### src/verilog/bb_timer_pkg.sv
package bb_timer_pkg;

	// ----------------------------------------
	// register map (word index; byte address is four times the index)
	// ----------------------------------------
	localparam logic [15:0] IDX_TIMEOUT_LOW = 16'h413E;
	localparam logic [15:0] IDX_TIMEOUT_HIGH = 16'h413F;
	localparam logic [15:0] IDX_DESC_VERSION = 16'h4140;
	localparam logic [15:0] IDX_DESC_STRINGS = 16'h4141;
	localparam logic [15:0] IDX_STATUS = 16'h4142;
	localparam int IDX_LSB = 2;
	localparam logic [2:0] HSIZE_WORD = 3'h2;
	localparam int STAT_RUNNING_BIT = 0;
	localparam int STAT_DETACHED_BIT = 1;
	localparam int STAT_BILLBOARD_BIT = 2;
	localparam logic [7:0] TIMEOUT_LOW_RST = 8'hD0;
	localparam logic [7:0] TIMEOUT_HIGH_RST = 8'h07;
	localparam logic [7:0] VERSION_LOW_RST = 8'h10;
	localparam logic [7:0] VERSION_HIGH_RST = 8'h01;
	localparam logic [7:0] FAIL_INFO_RST = 8'h00;
	localparam logic [7:0] RESERVED_RST = 8'h00;
	localparam logic [7:0] ALT_STRING_IDX_RST = 8'h00;
	localparam logic [7:0] URL_IDX_RST = 8'h01;

	// ----------------------------------------
	// timing
	// ----------------------------------------
	localparam int CLK_HZ = 25000000;
	localparam int STEP_MS = 10;
	localparam int STEP_CYCLES = CLK_HZ / 1000 * STEP_MS;
	localparam int DETACH_MS = 2;
	localparam int DETACH_CYCLES = CLK_HZ / 1000 * DETACH_MS;

	typedef struct packed {
		logic [7:0] reserved_byte;
		logic [7:0] extra_failure_info_byte;
		logic [15:0] descriptor_version_field;
	} desc_version_type;

	typedef struct packed {
		logic attach_n;
		logic billboard_mode;
	} port_ctl_type;

endpackage

### src/verilog/step_tick.sv
`timescale 1ns/100ps
module step_tick #(
	parameter int STEP = 250000
) (
	input wire logic ref_clk,
	input wire logic rst_n,
	input wire logic restart,
	output logic tick
);
	logic [31:0] cnt_r;

	// ----------------------------------------
	// prescaler: one pulse every STEP cycles
	// ----------------------------------------
	always_ff @(posedge ref_clk or negedge rst_n) begin
		if (!rst_n) begin
			cnt_r <= 32'h0;
		end else if (restart || cnt_r == 32'(STEP - 1)) begin
			cnt_r <= 32'h0;
		end else begin
			cnt_r <= cnt_r + 32'h1;
		end
	end
	assign tick = !restart && cnt_r == 32'(STEP - 1);
endmodule // step_tick

### src/verilog/billboard_detach_timer.sv
// Added by the designer: the AHB-Lite slave port.
`timescale 1ns/100ps
module billboard_detach_timer #(
	parameter int STEP_CYC = bb_timer_pkg::STEP_CYCLES,
	parameter int DETACH_CYC = bb_timer_pkg::DETACH_CYCLES
) (
	input wire logic ref_clk,
	input wire logic rst_n,
	input wire logic hsel,
	input wire logic [31:0] haddr,
	input wire logic [1:0] htrans,
	input wire logic hwrite,
	input wire logic [2:0] hsize,
	input wire logic [31:0] hwdata,
	input wire logic hready,
	output logic hreadyout,
	output logic hresp,
	output logic [31:0] hrdata,
	input wire logic billboard_active,
	input wire logic alt_string_req,
	output bb_timer_pkg::port_ctl_type port_ctl
);
	import bb_timer_pkg::*;

	typedef enum logic [3:0] {
		ST_IDLE = 4'b0001,
		ST_RUN = 4'b0010,
		ST_DETACH = 4'b0100,
		ST_DONE = 4'b1000
	} state_type;

	state_type state_r;
	logic [7:0] tmo_low_r;
	logic [7:0] tmo_high_r;
	desc_version_type desc_r;
	logic [7:0] alt_idx_r;
	logic [7:0] url_idx_r;
	logic [7:0] tmo_low_nxt;
	logic [7:0] tmo_high_nxt;
	desc_version_type desc_nxt;
	logic [7:0] alt_idx_nxt;
	logic [7:0] url_idx_nxt;
	logic [15:0] remain_r;
	logic [31:0] det_cnt_r;
	logic wr_pend_r;
	logic [15:0] addr_r;
	logic [15:0] idx;
	logic idx_ok;
	logic xfer;
	logic tick;
	logic start;
	logic addr_ok;
	logic [31:0] rd_nxt;

	// ----------------------------------------
	// ahb-lite slave, zero wait states
	// ----------------------------------------
	assign hreadyout = 1'b1;
	assign hresp = 1'b0;

	// registers are whole words: narrower transfers are dropped, never merged
	assign xfer = hready && hsel && htrans[1] && hsize == HSIZE_WORD;
	assign idx = haddr[IDX_LSB +: 16];
	// upper and byte-lane bits must be clear, or the map would alias
	assign idx_ok = haddr[31:IDX_LSB + 16] == '0 && haddr[IDX_LSB - 1:0] == '0;

	always_ff @(posedge ref_clk or negedge rst_n) begin
		if (!rst_n) begin
			wr_pend_r <= 1'b0;
			addr_r <= 16'h0;
		end else if (hready) begin
			wr_pend_r <= xfer && hwrite && idx_ok;
			addr_r <= idx;
		end
	end

	// ----------------------------------------
	// register write path
	// ----------------------------------------
	// writes land through the _nxt values, so a read taken in the data
	// phase of a write to the same word already returns the new contents
	always_comb begin
		tmo_low_nxt = tmo_low_r;
		tmo_high_nxt = tmo_high_r;
		desc_nxt = desc_r;
		alt_idx_nxt = alt_idx_r;
		url_idx_nxt = url_idx_r;
		if (wr_pend_r && addr_r == IDX_TIMEOUT_LOW) begin
			tmo_low_nxt = hwdata[7:0];
		end
		if (wr_pend_r && addr_r == IDX_TIMEOUT_HIGH) begin
			tmo_high_nxt = hwdata[7:0];
		end
		if (wr_pend_r && addr_r == IDX_DESC_VERSION) begin
			desc_nxt = hwdata;
		end
		if (wr_pend_r && addr_r == IDX_DESC_STRINGS) begin
			alt_idx_nxt = hwdata[7:0];
			url_idx_nxt = hwdata[15:8];
		end
	end

	// read data sampled from the address phase so it stands in the data phase
	always_comb begin
		addr_ok = 1'b1;
		rd_nxt = 32'h0;
		unique case (idx)
			IDX_TIMEOUT_LOW: rd_nxt = {24'h0, tmo_low_nxt};
			IDX_TIMEOUT_HIGH: rd_nxt = {24'h0, tmo_high_nxt};
			IDX_DESC_VERSION: rd_nxt = desc_nxt;
			IDX_DESC_STRINGS: rd_nxt = {16'h0, url_idx_nxt, alt_idx_nxt};
			IDX_STATUS: begin
				rd_nxt[STAT_RUNNING_BIT] = state_r == ST_RUN;
				rd_nxt[STAT_DETACHED_BIT] = state_r == ST_DETACH;
				rd_nxt[STAT_BILLBOARD_BIT] = port_ctl.billboard_mode;
			end
			default: addr_ok = 1'b0;
		endcase
	end

	// unmapped or aliased reads return zero and leave no side effect
	always_ff @(posedge ref_clk or negedge rst_n) begin
		if (!rst_n) begin
			hrdata <= 32'h0;
		end else if (xfer && !hwrite) begin
			hrdata <= (addr_ok && idx_ok) ? rd_nxt : 32'h0;
		end
	end

	// ----------------------------------------
	// timeout registers
	// ----------------------------------------
	// the pair only becomes a count when a request loads it
	always_ff @(posedge ref_clk or negedge rst_n) begin
		if (!rst_n) begin
			tmo_low_r <= TIMEOUT_LOW_RST;
			tmo_high_r <= TIMEOUT_HIGH_RST;
		end else begin
			tmo_low_r <= tmo_low_nxt;
			tmo_high_r <= tmo_high_nxt;
		end
	end

	// ----------------------------------------
	// descriptor fields
	// ----------------------------------------
	// defaults hold until software rewrites them
	always_ff @(posedge ref_clk or negedge rst_n) begin
		if (!rst_n) begin
			desc_r <= {RESERVED_RST, FAIL_INFO_RST, VERSION_HIGH_RST, VERSION_LOW_RST};
			alt_idx_r <= ALT_STRING_IDX_RST;
			url_idx_r <= URL_IDX_RST;
		end else begin
			desc_r <= desc_nxt;
			alt_idx_r <= alt_idx_nxt;
			url_idx_r <= url_idx_nxt;
		end
	end

	// ----------------------------------------
	// 10 ms step counter and detach sequence
	// ----------------------------------------
	// a request during the disconnect is ignored: the host has lost the device
	assign start = alt_string_req && billboard_active && state_r != ST_DETACH;

	// restart lines the first step up with the request, so the span is exact
	step_tick #(
		.STEP(STEP_CYC)
	) step_tick_i (
		.ref_clk(ref_clk),
		.rst_n(rst_n),
		.restart(start),
		.tick(tick)
	);

	always_ff @(posedge ref_clk or negedge rst_n) begin
		if (!rst_n) begin
			state_r <= ST_IDLE;
			remain_r <= 16'h0;
			det_cnt_r <= 32'h0;
		end else begin
			unique case (state_r)
				ST_IDLE, ST_RUN, ST_DONE: begin
					if (start) begin
						state_r <= ST_RUN;
						remain_r <= {tmo_high_r, tmo_low_r};
					end else if (state_r == ST_RUN && tick) begin
						if (remain_r <= 16'h1) begin
							// zero count expires on the first step rather than never
							state_r <= ST_DETACH;
							remain_r <= 16'h0;
							det_cnt_r <= 32'h0;
						end else begin
							remain_r <= remain_r - 16'h1;
						end
					end
				end
				ST_DETACH: begin
					// long enough for the hub port to notice the disconnect
					if (det_cnt_r == 32'(DETACH_CYC - 1)) begin
						state_r <= ST_DONE;
					end else begin
						det_cnt_r <= det_cnt_r + 32'h1;
					end
				end
			endcase
		end
	end

	// ----------------------------------------
	// port control
	// ----------------------------------------
	// registered so the port never sees a decode glitch
	always_ff @(posedge ref_clk or negedge rst_n) begin
		if (!rst_n) begin
			port_ctl <= '0;
		end else begin
			port_ctl.attach_n <= state_r == ST_DETACH;
			port_ctl.billboard_mode <= billboard_active && state_r != ST_DETACH
				&& state_r != ST_DONE;
		end
	end
endmodule // billboard_detach_timer

### config.mk
export PLATFORM = sky130hd
export DESIGN_NAME = billboard_detach_timer
export DESIGN_NICKNAME = d
export VERILOG_FILES = /design/src/verilog/bb_timer_pkg.sv /design/src/verilog/step_tick.sv /design/src/verilog/billboard_detach_timer.sv
export SDC_FILE = /design/constraint.sdc
export NUM_CORES = 1
export LEC_CHECK = 0
export BUFFER_PORTS_ARGS = -buffer_cell sky130_fd_sc_hd__buf_2
export CORE_MARGIN = 1.5
export CORE_UTILIZATION = 27
export CTS_CLUSTER_DIAMETER = 120
export CTS_CLUSTER_SIZE = 40
export DETAILED_ROUTE_END_ITERATION = 7
export HOLD_SLACK_MARGIN = 0.08
export SLEW_MARGIN = 20
export SYNTH_ARGS = -nofsm -noshare
export SYNTH_HDL_FRONTEND = slang
export SYNTH_SLANG_ARGS = --single-unit
### constraint.sdc
create_clock -name ref_clk -period 2.85 [get_ports ref_clk]
set_clock_uncertainty 0.1 [all_clocks]
set_input_delay 0.855 -clock ref_clk [delete_from_list [all_inputs] [get_ports ref_clk]]
set_output_delay 0.855 -clock ref_clk [all_outputs]
set_load 0.005 [all_outputs]
==> summary.txt, run 1 <==
CTS
  • Clock Latency Late Sink: 0.45 ns
  • Clock H-tree levels: 4
  • CTS Sinks: 199
  • Post-CTS setup buffers: 0
  • CTS Root Buffer Type: clkbuf_16
  • CTS max path bufs: 2
  • CTS-repair resized insts: 0
  • Hold-fix buffers, CTS: 0
  • CTS tree: done
  • Inserted Clock Buffers: 17
  • Clock transition at path regs: 0.08 ns

Place
  • Routability Congestion: 0.819
  • Placed cells: 1489
  • Dpl hpwl: 16900 microns
  • Port Buf Inserts: 108

Logic synthesis
  • Mapped Cells: 924
  • Seq/Total Area, Yosys: 51.4%
  • Synth Warn #: 0
  • Mapped Nets: 1004
  • Ys async rst share: 100%
  • Main flop type after synthesis: dfrtp_1
  • Yosys reg bits: 199
  • Distinct cells, synth: 65
  • EDFF count, synth: 0
  • Average size of a mapped cell: 10.5 sq um
  • Post-synthesis cell area: 0.00971 sq mm

Finish
  • Final #Nets: 1127
  • Diode count: 0
  • Number of fill cells in the layout: 3582
  • Final cell count without fillers: 1521
  • Area growth syn-to-layout: 20.1%
  • Most frequent cells in the layout: 189 x dfrtp_1, 107 x buf_2, 72 x mux2_2
  • Most common cell after layout, fill and taps aside: dfrtp_1
  • Core Util, Final: 32.9%
  • Share of cells above drive strength 1: 27.0%

Global routing
  • Gr usage total: 13.3%
  • Largest net degree at the start of global routing: 65
  • Total grt overflow: 0
  • Global-route wire length before repair: 39200 microns
  • Initial antenna violation count: 0
  • Vias in the first global route: 7616

Detailed routing
  • Final ANT Viol Nets: 0
  • Avg Vias per Cell: 5.05
  • DRT iter0 DRCs: 459
  • Initial DRT Pass Iterations: 5
  • Via count: 7687
  • WL/cell: 15.6 microns
  • Drt drc: 0
  • Routed WL: 23700 microns

Floorplanning
  • Die height: 193 microns
  • Placement row count: 69
  • Core Region: 0.0355 sq mm
  • Initial core utilization: 27.4%
  • IO Count: 112
  • Chip width: 193 microns
  • Die ar.: 0.0371 sq mm

STA
  • Fin. Hold Viols: 0
  • Unrepaired setup endpoints after global routing: no
  • Final Cycle Share: 92.5%
  • Max Slew Vio Count: 0
  • Final worst hold slack: 0.234 ns
  • F_max: 379 MHz
  • Setup violators final: 0
  • Tmin final: 2.64 ns

Status
  • Status: finished, final reports clean

Worst setup path
  • Reg2Reg Depth: 6
  • Critical path class: reg -> reg
  • Worst Setup End Kind: flop
  • CP required: 3.08 ns
  • Critical path peak fanout: 9
  • CP Launch Type: flop
  • WP data arrival: 2.87 ns

Worst hold path
  • Worst Hold Class: in -> async

Flow run
  • Number of max-cap violations: 0

Pwr
  • PwrDens: 556 mW/mm^2
  • VDD IR max: 0.471 mV
  • Total Power: 6.48 mW
  • Leakage: 5.16 nW
[cell type report]
cell class	instances	area, sq um	share of cell area (%)
Sequential cell	199	4990	42.8
Multi-Input combinational cell	660	4450	38.2
Timing Repair Buffer	153	950	8.15
Tap cell	461	577	4.95
Clock buffer	17	425	3.65
Clock inverter	15	198	1.70
Inverter	16	61.3	0.526
[through the flow]
step           instance area (sq um)  TNS (ns)  setup slack, ns
2_1_floorplan                   9740         0          0.00443
3_3_place_gp                   11000     -2.85           -0.121
3_5_place_dp                   11000     -1.69           -0.113
4_1_cts                        11600         0            0.173
5_1_grt                        11700         0           0.0399
6_report                       11700         0            0.213
[worst max-delay path, cell delays in order (launching register included)]
cell,delay [ns]
dfrtp_1,0.43
or4b_1,0.61
buf_4,0.21
or3_1,0.49
and2_1,0.27
and4_1,0.22
o22a_1,0.19
[path summary, 6_finish.rpt]
check / start / to / slack (ns)
setup reg to reg: state_r[1] / det_cnt_r[9] / 0.21
max in group asynchronous: rst_n / desc_r[8] / 1.72
hold reg to reg: hrdata[11] / hrdata[11] / 0.38
hold / removal: rst_n / step_tick_i.cnt_r[2] / 0.23
setup / recovery: state_r[1] / det_cnt_r[9] / 0.21
min in group ref_clk: hrdata[11] / hrdata[11] / 0.38
[routing by layer]
| metal | up-vias | share of wire, % | global-route usage [%] | wire length (microns) |
|---|---|---|---|---|
| met5 | - | 0 | 0 | 0 |
| met4 | 0 | 1.6 | 4.47 | 391 |
| met3 | 18 | 4.9 | 3.29 | 1180 |
| met2 | 165 | 48 | 21.7 | 11400 |
| met1 | 3813 | 45 | 17.2 | 10800 |
| li1 | 3691 | - | - | - |
[report_power, final]
part / leakage, nW / total [mW] / switching (mW) / internal [mW]
sequential: 2.66 / 3.08 / 0.136 / 2.95
combinational: 2.19 / 0.829 / 0.499 / 0.330
clock: 0.308 / 2.57 / 1.21 / 1.35
[sequential cells by signal, indices dropped and copies added (netlist names)]
register	count
port_ctl	2
det_cnt_r	32
url_idx_r	8
step_tick_i.cnt_r	32
addr_r	16
tmo_high_r	8
alt_idx_r	8
remain_r	16
hrdata	32
desc_r	32
state_r	4
wr_pend_r	1
tmo_low_r	8
[cells by family after synthesis]
group                    Yosys count  synth area share (%)
AO/OA/AOI/OAI                    205                  13.6
XOR/XNOR                          26                  2.35
adder cells (fa/ha/maj)            4                 0.516
buffers and inverters             65                  3.02
flip-flops                       199                  51.4
multiplexers                      91                  10.4
other                              2                0.0774
AND/OR/NAND/NOR                  332                  18.7
[Yosys cell counts (11+ instances only)]
library cell,n,share of area [%]
nand3_1,32,1.7
nor2_1,66,2.6
xnor2_1,16,1.4
clkbuf_1,32,1.2
nor4_1,23,1.5
nand2_1,62,2.4
o31ai_1,21,1.6
mux2i_1,16,1.7
and3_1,12,0.77
inv_1,15,0.58
nor3_1,18,0.93
a22o_1,17,1.5
or4_1,21,1.6
o211ai_1,11,0.85
mux2_2,72,8.4
dfrtp_1,189,49
o21ai_0,59,3.0
or3_1,12,0.77
nand4_1,28,1.8
a21oi_1,45,2.3
(Power assumes the default switching activity.)
==> run 2: changes to the inputs <==
CORE_ASPECT_RATIO = 0.7   (was default)
CORE_MARGIN = 4   (was 1.5)
==> summary.txt, run 2 (synthesized netlist as in run 1, its figures left out) <==
Status
  • Status: finished, final reports clean (unchanged)

Place
  • Port Buf Inserts: 108 (unchanged)
  • DP Worst Slack: -0.0740 ns (was -0.113 ns)
  • Routability Congestion: 0.790 (was 0.819)
  • Placed cells: 1498 (was 1489)
  • Dpl hpwl: 17300 microns (was 16900 microns)

Finish
  • Share of cells above drive strength 1: 26.9% (was 27.0%)
  • Core Util, Final: 33.2% (was 32.9%)
  • Most common cell after layout, fill and taps aside: dfrtp_1 (unchanged)
  • Final cell count without fillers: 1531 (was 1521)
  • Area growth syn-to-layout: 20.1% (about the same)
  • Most frequent cells in the layout: 189 x dfrtp_1, 107 x buf_2, 72 x mux2_2 (unchanged)
  • Diode count: 0 (unchanged)
  • Final #Nets: 1126 (was 1127)

Floorplanning
  • Die ar.: 0.0391 sq mm (was 0.0371 sq mm)
  • Die height: 167 microns (was 193 microns)
  • Placement row count: 57 (was 69)
  • Core Region: 0.0351 sq mm (was 0.0355 sq mm)
  • Initial core utilization: 27.7% (was 27.4%)
  • Chip width: 235 microns (was 193 microns)
  • IO Count: 112 (unchanged)

STA
  • Final worst slack: 0.220 ns (was 0.213 ns)
  • Actual slew at the worst max-slew pin: 0.513 ns
  • Unrepaired setup endpoints after global routing: no (unchanged)
  • Tmin final: 2.63 ns (was 2.64 ns)
  • Fin. Hold Viols: 0 (unchanged)
  • Final Cycle Share: 92.3% (was 92.5%)
  • F_max: 380 MHz (was 379 MHz)
  • Max Slew Vio Count: 0 (unchanged)
  • Setup violators final: 0 (unchanged)
  • Max-Slew Margin vs Limit: 65.8%
  • Final worst hold slack: 0.255 ns (was 0.234 ns)

Pwr
  • Combinational fraction of design power: 12.9% (was 12.8%)
  • Int Pwr: 4.64 mW (was 4.63 mW)
  • Switching Power: 1.73 mW (was 1.85 mW)
  • Seq pwr share: 48.6% (was 47.6%)
  • VDD IR max: 0.427 mV (was 0.471 mV)
  • Leakage: 5.15 nW (was 5.16 nW)
  • PwrDens: 546 mW/mm^2 (was 556 mW/mm^2)
  • Total Power: 6.37 mW (was 6.48 mW)
  • Switching share of total power: 27.2% (was 28.5%)
  • Clock share of power: 38.5% (was 39.6%)

Worst setup path
  • WP data arrival: 2.89 ns (was 2.87 ns)
  • Critical path buffers and inverters: 1 (unchanged)
  • CP Launch Type: flop (unchanged)
  • Critical path peak fanout: 50 (was 9)
  • R2R Setup Slk: 0.22 ns (was 0.21 ns)
  • Reg2reg end: det_cnt_r[17] (was det_cnt_r[9])
  • CP required: 3.11 ns (was 3.08 ns)
  • Worst reg2reg path startpoint: step_tick_i.cnt_r[0] (was state_r[1])
  • Worst Setup End Kind: flop (unchanged)
  • Slowest cell delay on critical path: 0.52 ns (was 0.61 ns)
  • Worst path cell trace: ha_1, and3_1, nand4_1, nor4_4, nor2_2, buf_12, or4_1, a21oi_1 (was or4b_1, buf_4, or3_1, and2_1, and4_1, o22a_1)
  • Critical path class: reg -> reg (unchanged)
  • CP top delay family: simple AND/OR/NAND/NOR gates (unchanged)
  • Slowest library cell on the worst path: or4_1 (was or4b_1)
  • Reg2Reg Depth: 8 (was 6)

Detailed routing
  • Final ANT Viol Nets: 0 (unchanged)
  • Avg Vias per Cell: 5.05 (about the same)
  • Via count: 7726 (was 7687)
  • Initial DRT Pass Iterations: 5 (unchanged)
  • DRT iter0 DRCs: 584 (was 459)
  • Routed WL: 24600 microns (was 23700 microns)
  • Drt drc: 0 (unchanged)
  • WL/cell: 16.1 microns (was 15.6 microns)

Global routing
  • Gr usage total: 12.5% (was 13.3%)
  • Global-route wire length before repair: 41000 microns (was 39200 microns)
  • Total grt overflow: 0 (unchanged)
  • Initial antenna violation count: 1 (was 0)
  • Largest net degree at the start of global routing: 62 (was 65)
  • Vias in the first global route: 7658 (was 7616)

CTS
  • CTS tree: done (unchanged)
  • Clock H-tree levels: 4 (unchanged)
  • Clock Latency Late Sink: 0.43 ns (was 0.45 ns)
  • CTS max path bufs: 2 (unchanged)
  • CTS Root Buffer Type: clkbuf_16 (unchanged)
  • Inserted Clock Buffers: 17 (unchanged)
  • Clock transition at path regs: 0.07 ns (was 0.08 ns)
  • CTS Sinks: 199 (unchanged)
  • Hold-fix buffers, CTS: 0 (unchanged)

Flow run
  • Number of max-cap violations: 0 (unchanged)

Worst hold path
  • Worst Hold Class: in -> async (unchanged)
[run 2: cell count changes in the layout (fill, tap and decap cells not counted), moves of 2 or more]
cell	previous run	this run
clkinvlp_4	0	3
clkbuf_8	1	4
inv_8	5	0
clkinv_4	0	2
inv_6	5	1
clkinv_8	2	0
buf_4	40	38
clkinv_2	2	4
[run 2: layout make-up]
type	count	area, sq um
inverter	16	61.3
clock inverter	11	124
sequential	199	4990
multi-input combinational	660	4470
timing repair buffer	152	955
fill	3543	23400
tap	472	591
clock buffer	21	470
[run 2: what timing repair did]
| item | CTS | global route |
|---|---|---|
| endpoints found under the setup margin | 0 | 14 |
| setup buffers | 0 | 1 |
| resized for setup | 0 | 3 |
[run 2: worst max path at each step]
stage | start | end | cells past startpoint
CTS | step_tick_i.cnt_r[0] | det_cnt_r[17] | 8
floorplan | hready | hrdata[22] | 10
global placement | haddr[15] | hrdata[2] | 9
global route | step_tick_i.cnt_r[0] | det_cnt_r[18] | 8
detailed placement | haddr[15] | hrdata[14] | 7
finish | step_tick_i.cnt_r[0] | det_cnt_r[17] | 8
[run 2: routing by layer]
metal  wire, microns  GRT usage [%]
met1           12300           18.5
met5               0              0
met3            1050           2.48
met4             329           3.59
met2           10900           18.6
[run 2: power by group through the flow]
stage	Combinational (mW)	Clock [mW]	Sequential (mW)
after floorplan	0.520	0	3.09
final	0.822	2.45	3.09
after CTS	0.827	2.52	3.09
after global routing	0.923	2.64	3.12
after detailed placement	0.820	0	3.14
after global placement	0.801	0	3.14
[run 2: through the flow]
stage,setup TNS [ns],cell area [sq um]
final,0,11700
after global routing,0,11700
after CTS,0,11600
after detailed placement,-0.641,11000
after global placement,-0.0558,11000
after floorplan,0,9740
==> run 3: changes to the inputs <==
SYNTH_HIERARCHICAL = 1   (was default)
==> summary.txt, run 3 <==
Detailed routing
  • Drt drc: 0 (unchanged)
  • WL/cell: 15.9 microns (was 16.1 microns)
  • Final ANT Viol Nets: 0 (unchanged)
  • Via count: 7773 (was 7726)
  • Routed WL: 24800 microns (was 24600 microns)
  • Initial DRT Pass Iterations: 5 (unchanged)
  • Avg Vias per Cell: 4.99 (was 5.05)
  • DRT iter0 DRCs: 687 (was 584)

CTS
  • Clock Latency Late Sink: 0.44 ns (was 0.43 ns)
  • Inserted Clock Buffers: 17 (unchanged)
  • CTS Root Buffer Type: clkbuf_16 (unchanged)
  • CTS Sinks: 199 (unchanged)
  • Clock H-tree levels: 4 (unchanged)
  • Hold-fix buffers, CTS: 0 (unchanged)
  • Clock transition at path regs: 0.08 ns (was 0.07 ns)
  • CTS max path bufs: 2 (unchanged)
  • CTS tree: done (unchanged)

Worst setup path
  • R2R Setup Slk: 0.06 ns (was 0.22 ns)
  • Slowest library cell on the worst path: or4_1 (unchanged)
  • CP endpoint: det_cnt_r[14] (was det_cnt_r[17])
  • Critical path peak fanout: 9 (was 50)
  • Critical path buffers and inverters: 0 (was 1)
  • Slowest cell delay on critical path: 0.48 ns (was 0.52 ns)
  • Critical Path Source: step_tick_i/cnt_r[22] (was step_tick_i.cnt_r[0])
  • Reg2Reg Depth: 8 (unchanged)
  • Worst path cell trace: nor4_2, nand4_1, nor4_4, o211ai_1, o31a_1, or2_4, or4_1, nand2_1 (was ha_1, and3_1, nand4_1, nor4_4, nor2_2, buf_12, or4_1, a21oi_1)
  • CP top delay family: simple AND/OR/NAND/NOR gates (unchanged)
  • CP Launch Type: flop (unchanged)
  • Worst Setup End Kind: flop (unchanged)
  • WP data arrival: 3.08 ns (was 2.89 ns)
  • Reg2reg end: det_cnt_r[14] (was det_cnt_r[17])
  • Worst reg2reg path startpoint: step_tick_i/cnt_r[22] (was step_tick_i.cnt_r[0])
  • CP required: 3.13 ns (was 3.11 ns)
  • Critical path class: reg -> reg (unchanged)
  • Crit. path cell count: 8 (unchanged)

Floorplanning
  • Placement row count: 57 (unchanged)
  • Die ar.: 0.0389 sq mm (was 0.0391 sq mm)
  • Chip width: 234 microns (was 235 microns)
  • Die height: 166 microns (was 167 microns)
  • Initial core utilization: 27.6% (was 27.7%)
  • IO Count: 112 (unchanged)
  • Core Region: 0.0349 sq mm (was 0.0351 sq mm)

Global routing
  • Total grt overflow: 0 (unchanged)
  • Initial antenna violation count: 0 (was 1)
  • Global-route wire length before repair: 40600 microns (was 41000 microns)
  • Largest net degree at the start of global routing: 62 (unchanged)
  • Vias in the first global route: 7516 (was 7658)
  • Gr usage total: 12.7% (was 12.5%)

Logic synthesis
  • Average size of a mapped cell: 10.5 sq um (about the same)
  • Most frequent cells after synthesis: 189 x dfrtp_1, 66 x mux2_2, 64 x nor2_1 (was 189 x dfrtp_1, 72 x mux2_2, 66 x nor2_1)
  • Area leader, netlist: dfrtp_1 (unchanged)
  • Most numerous cell in the Yosys netlist: dfrtp_1 (unchanged)
  • Ys async rst share: 100% (unchanged)
  • Mapped Nets: 995 (was 1004)
  • Mapped Cells: 915 (was 924)
  • Top cells by area, synth: dfrtp_1 49%, mux2_2 7.7%, xnor2_1 3.1%, o21ai_0 2.8%, dfstp_2 2.7% (was dfrtp_1 49%, mux2_2 8.4%, o21ai_0 3.0%, dfstp_2 2.7%, nor2_1 2.6%)
  • Synth top area share: 49.0% (was 48.7%)
  • Main flop type after synthesis: dfrtp_1 (unchanged)
  • Post-synthesis cell area: 0.00965 sq mm (was 0.00971 sq mm)
  • Yosys reg bits: 199 (unchanged)
  • Synth Warn #: 6 (was 0)
  • EDFF count, synth: 0 (unchanged)
  • Seq/Total Area, Yosys: 51.7% (was 51.4%)
  • Distinct cells, synth: 68 (was 65)

STA
  • Final Cycle Share: 98.0% (was 92.3%)
  • Actual slew at the worst max-slew pin: 0.930 ns (was 0.513 ns)
  • Fin. Hold Viols: 0 (unchanged)
  • Max-Slew Margin vs Limit: 38.0% (was 65.8%)
  • Setup violators final: 0 (unchanged)
  • Tmin final: 2.79 ns (was 2.63 ns)
  • Unrepaired setup endpoints after global routing: yes (was no)
  • F_max: 358 MHz (was 380 MHz)
  • Max Slew Vio Count: 0 (unchanged)

Pwr
  • PwrDens: 456 mW/mm^2 (was 546 mW/mm^2)
  • Int Pwr: 4.19 mW (was 4.64 mW)
  • Clock share of power: 43.3% (was 38.5%)
  • Leakage: 5.30 nW (was 5.15 nW)
  • Switching share of total power: 24.2% (was 27.2%)
  • Combinational fraction of design power: 4.4% (was 12.9%)
  • Seq pwr share: 52.3% (was 48.6%)
  • Switching Power: 1.34 mW (was 1.73 mW)
  • VDD IR max: 0.359 mV (was 0.427 mV)

Status
  • Status: finished, final reports clean (unchanged)

Place
  • Dpl hpwl: 17800 microns (was 17300 microns)
  • Placed cells: 1526 (was 1498)
  • Port Buf Inserts: 108 (unchanged)
  • Routability Congestion: 0.817 (was 0.790)

Worst hold path
  • Worst Hold Class: in -> async (unchanged)

Finish
  • Number of fill cells in the layout: 3491 (was 3543)
  • Core Util, Final: 34.7% (was 33.2%)
  • Final cell count without fillers: 1559 (was 1531)
  • Diode count: 0 (unchanged)
  • Most frequent cells in the layout: 189 x dfrtp_1, 107 x buf_2, 71 x buf_4 (was 189 x dfrtp_1, 107 x buf_2, 72 x mux2_2)
  • Final #Nets: 1154 (was 1126)
  • Share of cells above drive strength 1: 31.3% (was 26.9%)
  • Area growth syn-to-layout: 25.7% (was 20.1%)
  • Most common cell after layout, fill and taps aside: dfrtp_1 (unchanged)

Flow run
  • Number of max-cap violations: 0 (unchanged)
-- run 3: cell count changes after synthesis, moves of 10 or more --
cell	before	now
inv_1	15	36
xnor2_1	16	34
a22o_1	17	1
a32o_1	0	16
nor3_1	18	34
a21oi_1	45	32
o41ai_1	10	0
-- run 3: layer usage --
metal	track usage, %	part of all wire, %
met1	20.0	52
met2	17.8	43
met3	2.76	5.0
met4	2.68	0.66
met5	0	0
-- run 3: worst min-delay path by stage --
stage	endpoint	cells past startpoint
CTS	hrdata[25]	1
detailed placement	hrdata[15]	2
global placement	hrdata[15]	2
finish	hrdata[25]	1
floorplan	remain_r[12]	2
global route	hrdata[25]	1
-- run 3: through the flow --
step           TNS [ns]  instance area (sq um)  power, mW  worst slack, ns  hold WS, ns
6_report              0                  12100       5.53           0.0559        0.287
5_1_grt          -0.675                  12100       5.73          -0.0977        0.311
4_1_cts               0                  12000       5.58           0.0180        0.291
3_5_place_dp     -0.940                  11500       3.19           -0.104        0.369
3_3_place_gp     -0.678                  11500       3.18          -0.0934        0.358
2_1_floorplan     -3.31                   9880       3.02           -0.233        0.362
-- run 3: cells by family (layout without fill, tap and decap cells) --
logic type | after synthesis | in the layout | synth area share, %
other cells | 2 | 2 | 0.0778
xor+xnor | 39 | 39 | 3.54
mux | 86 | 86 | 9.77
flops | 199 | 199 | 51.7
fa+ha+maj | 4 | 4 | 0.519
compound gates | 173 | 173 | 11.9
buf+inv | 85 | 257 | 3.97
simple gates | 327 | 327 | 18.5
-- run 3: final cells by class --
| class | count | area, sq um | area share, % |
|---|---|---|---|
| clock buffers | 17 | 425 | 3.51 |
| clock inverters | 15 | 143 | 1.18 |
| inverters | 37 | 140 | 1.16 |
| multi-input cells | 631 | 4590 | 37.8 |
| flip-flops and latches | 199 | 4990 | 41.2 |
| well taps | 472 | 591 | 4.87 |
| repair buffers | 188 | 1250 | 10.3 |
-- run 3: power by group through the flow --
| stage | logic [mW] | registers [mW] | clock network [mW] |
|---|---|---|---|
| after floorplan | 0.0863 | 2.93 | 0 |
| after global placement | 0.240 | 2.94 | 0 |
| after detailed placement | 0.245 | 2.94 | 0 |
| after CTS | 0.247 | 2.89 | 2.45 |
| after global routing | 0.272 | 2.89 | 2.57 |
| final | 0.241 | 2.89 | 2.40 |
-- run 3: what timing repair did --
action / 4_1_cts / 5_1_grt
endpoints found under the setup margin: 30 / 23
resized for setup: 7 / 11
setup buffers: 0 / 1
pin swaps: 4 / 4
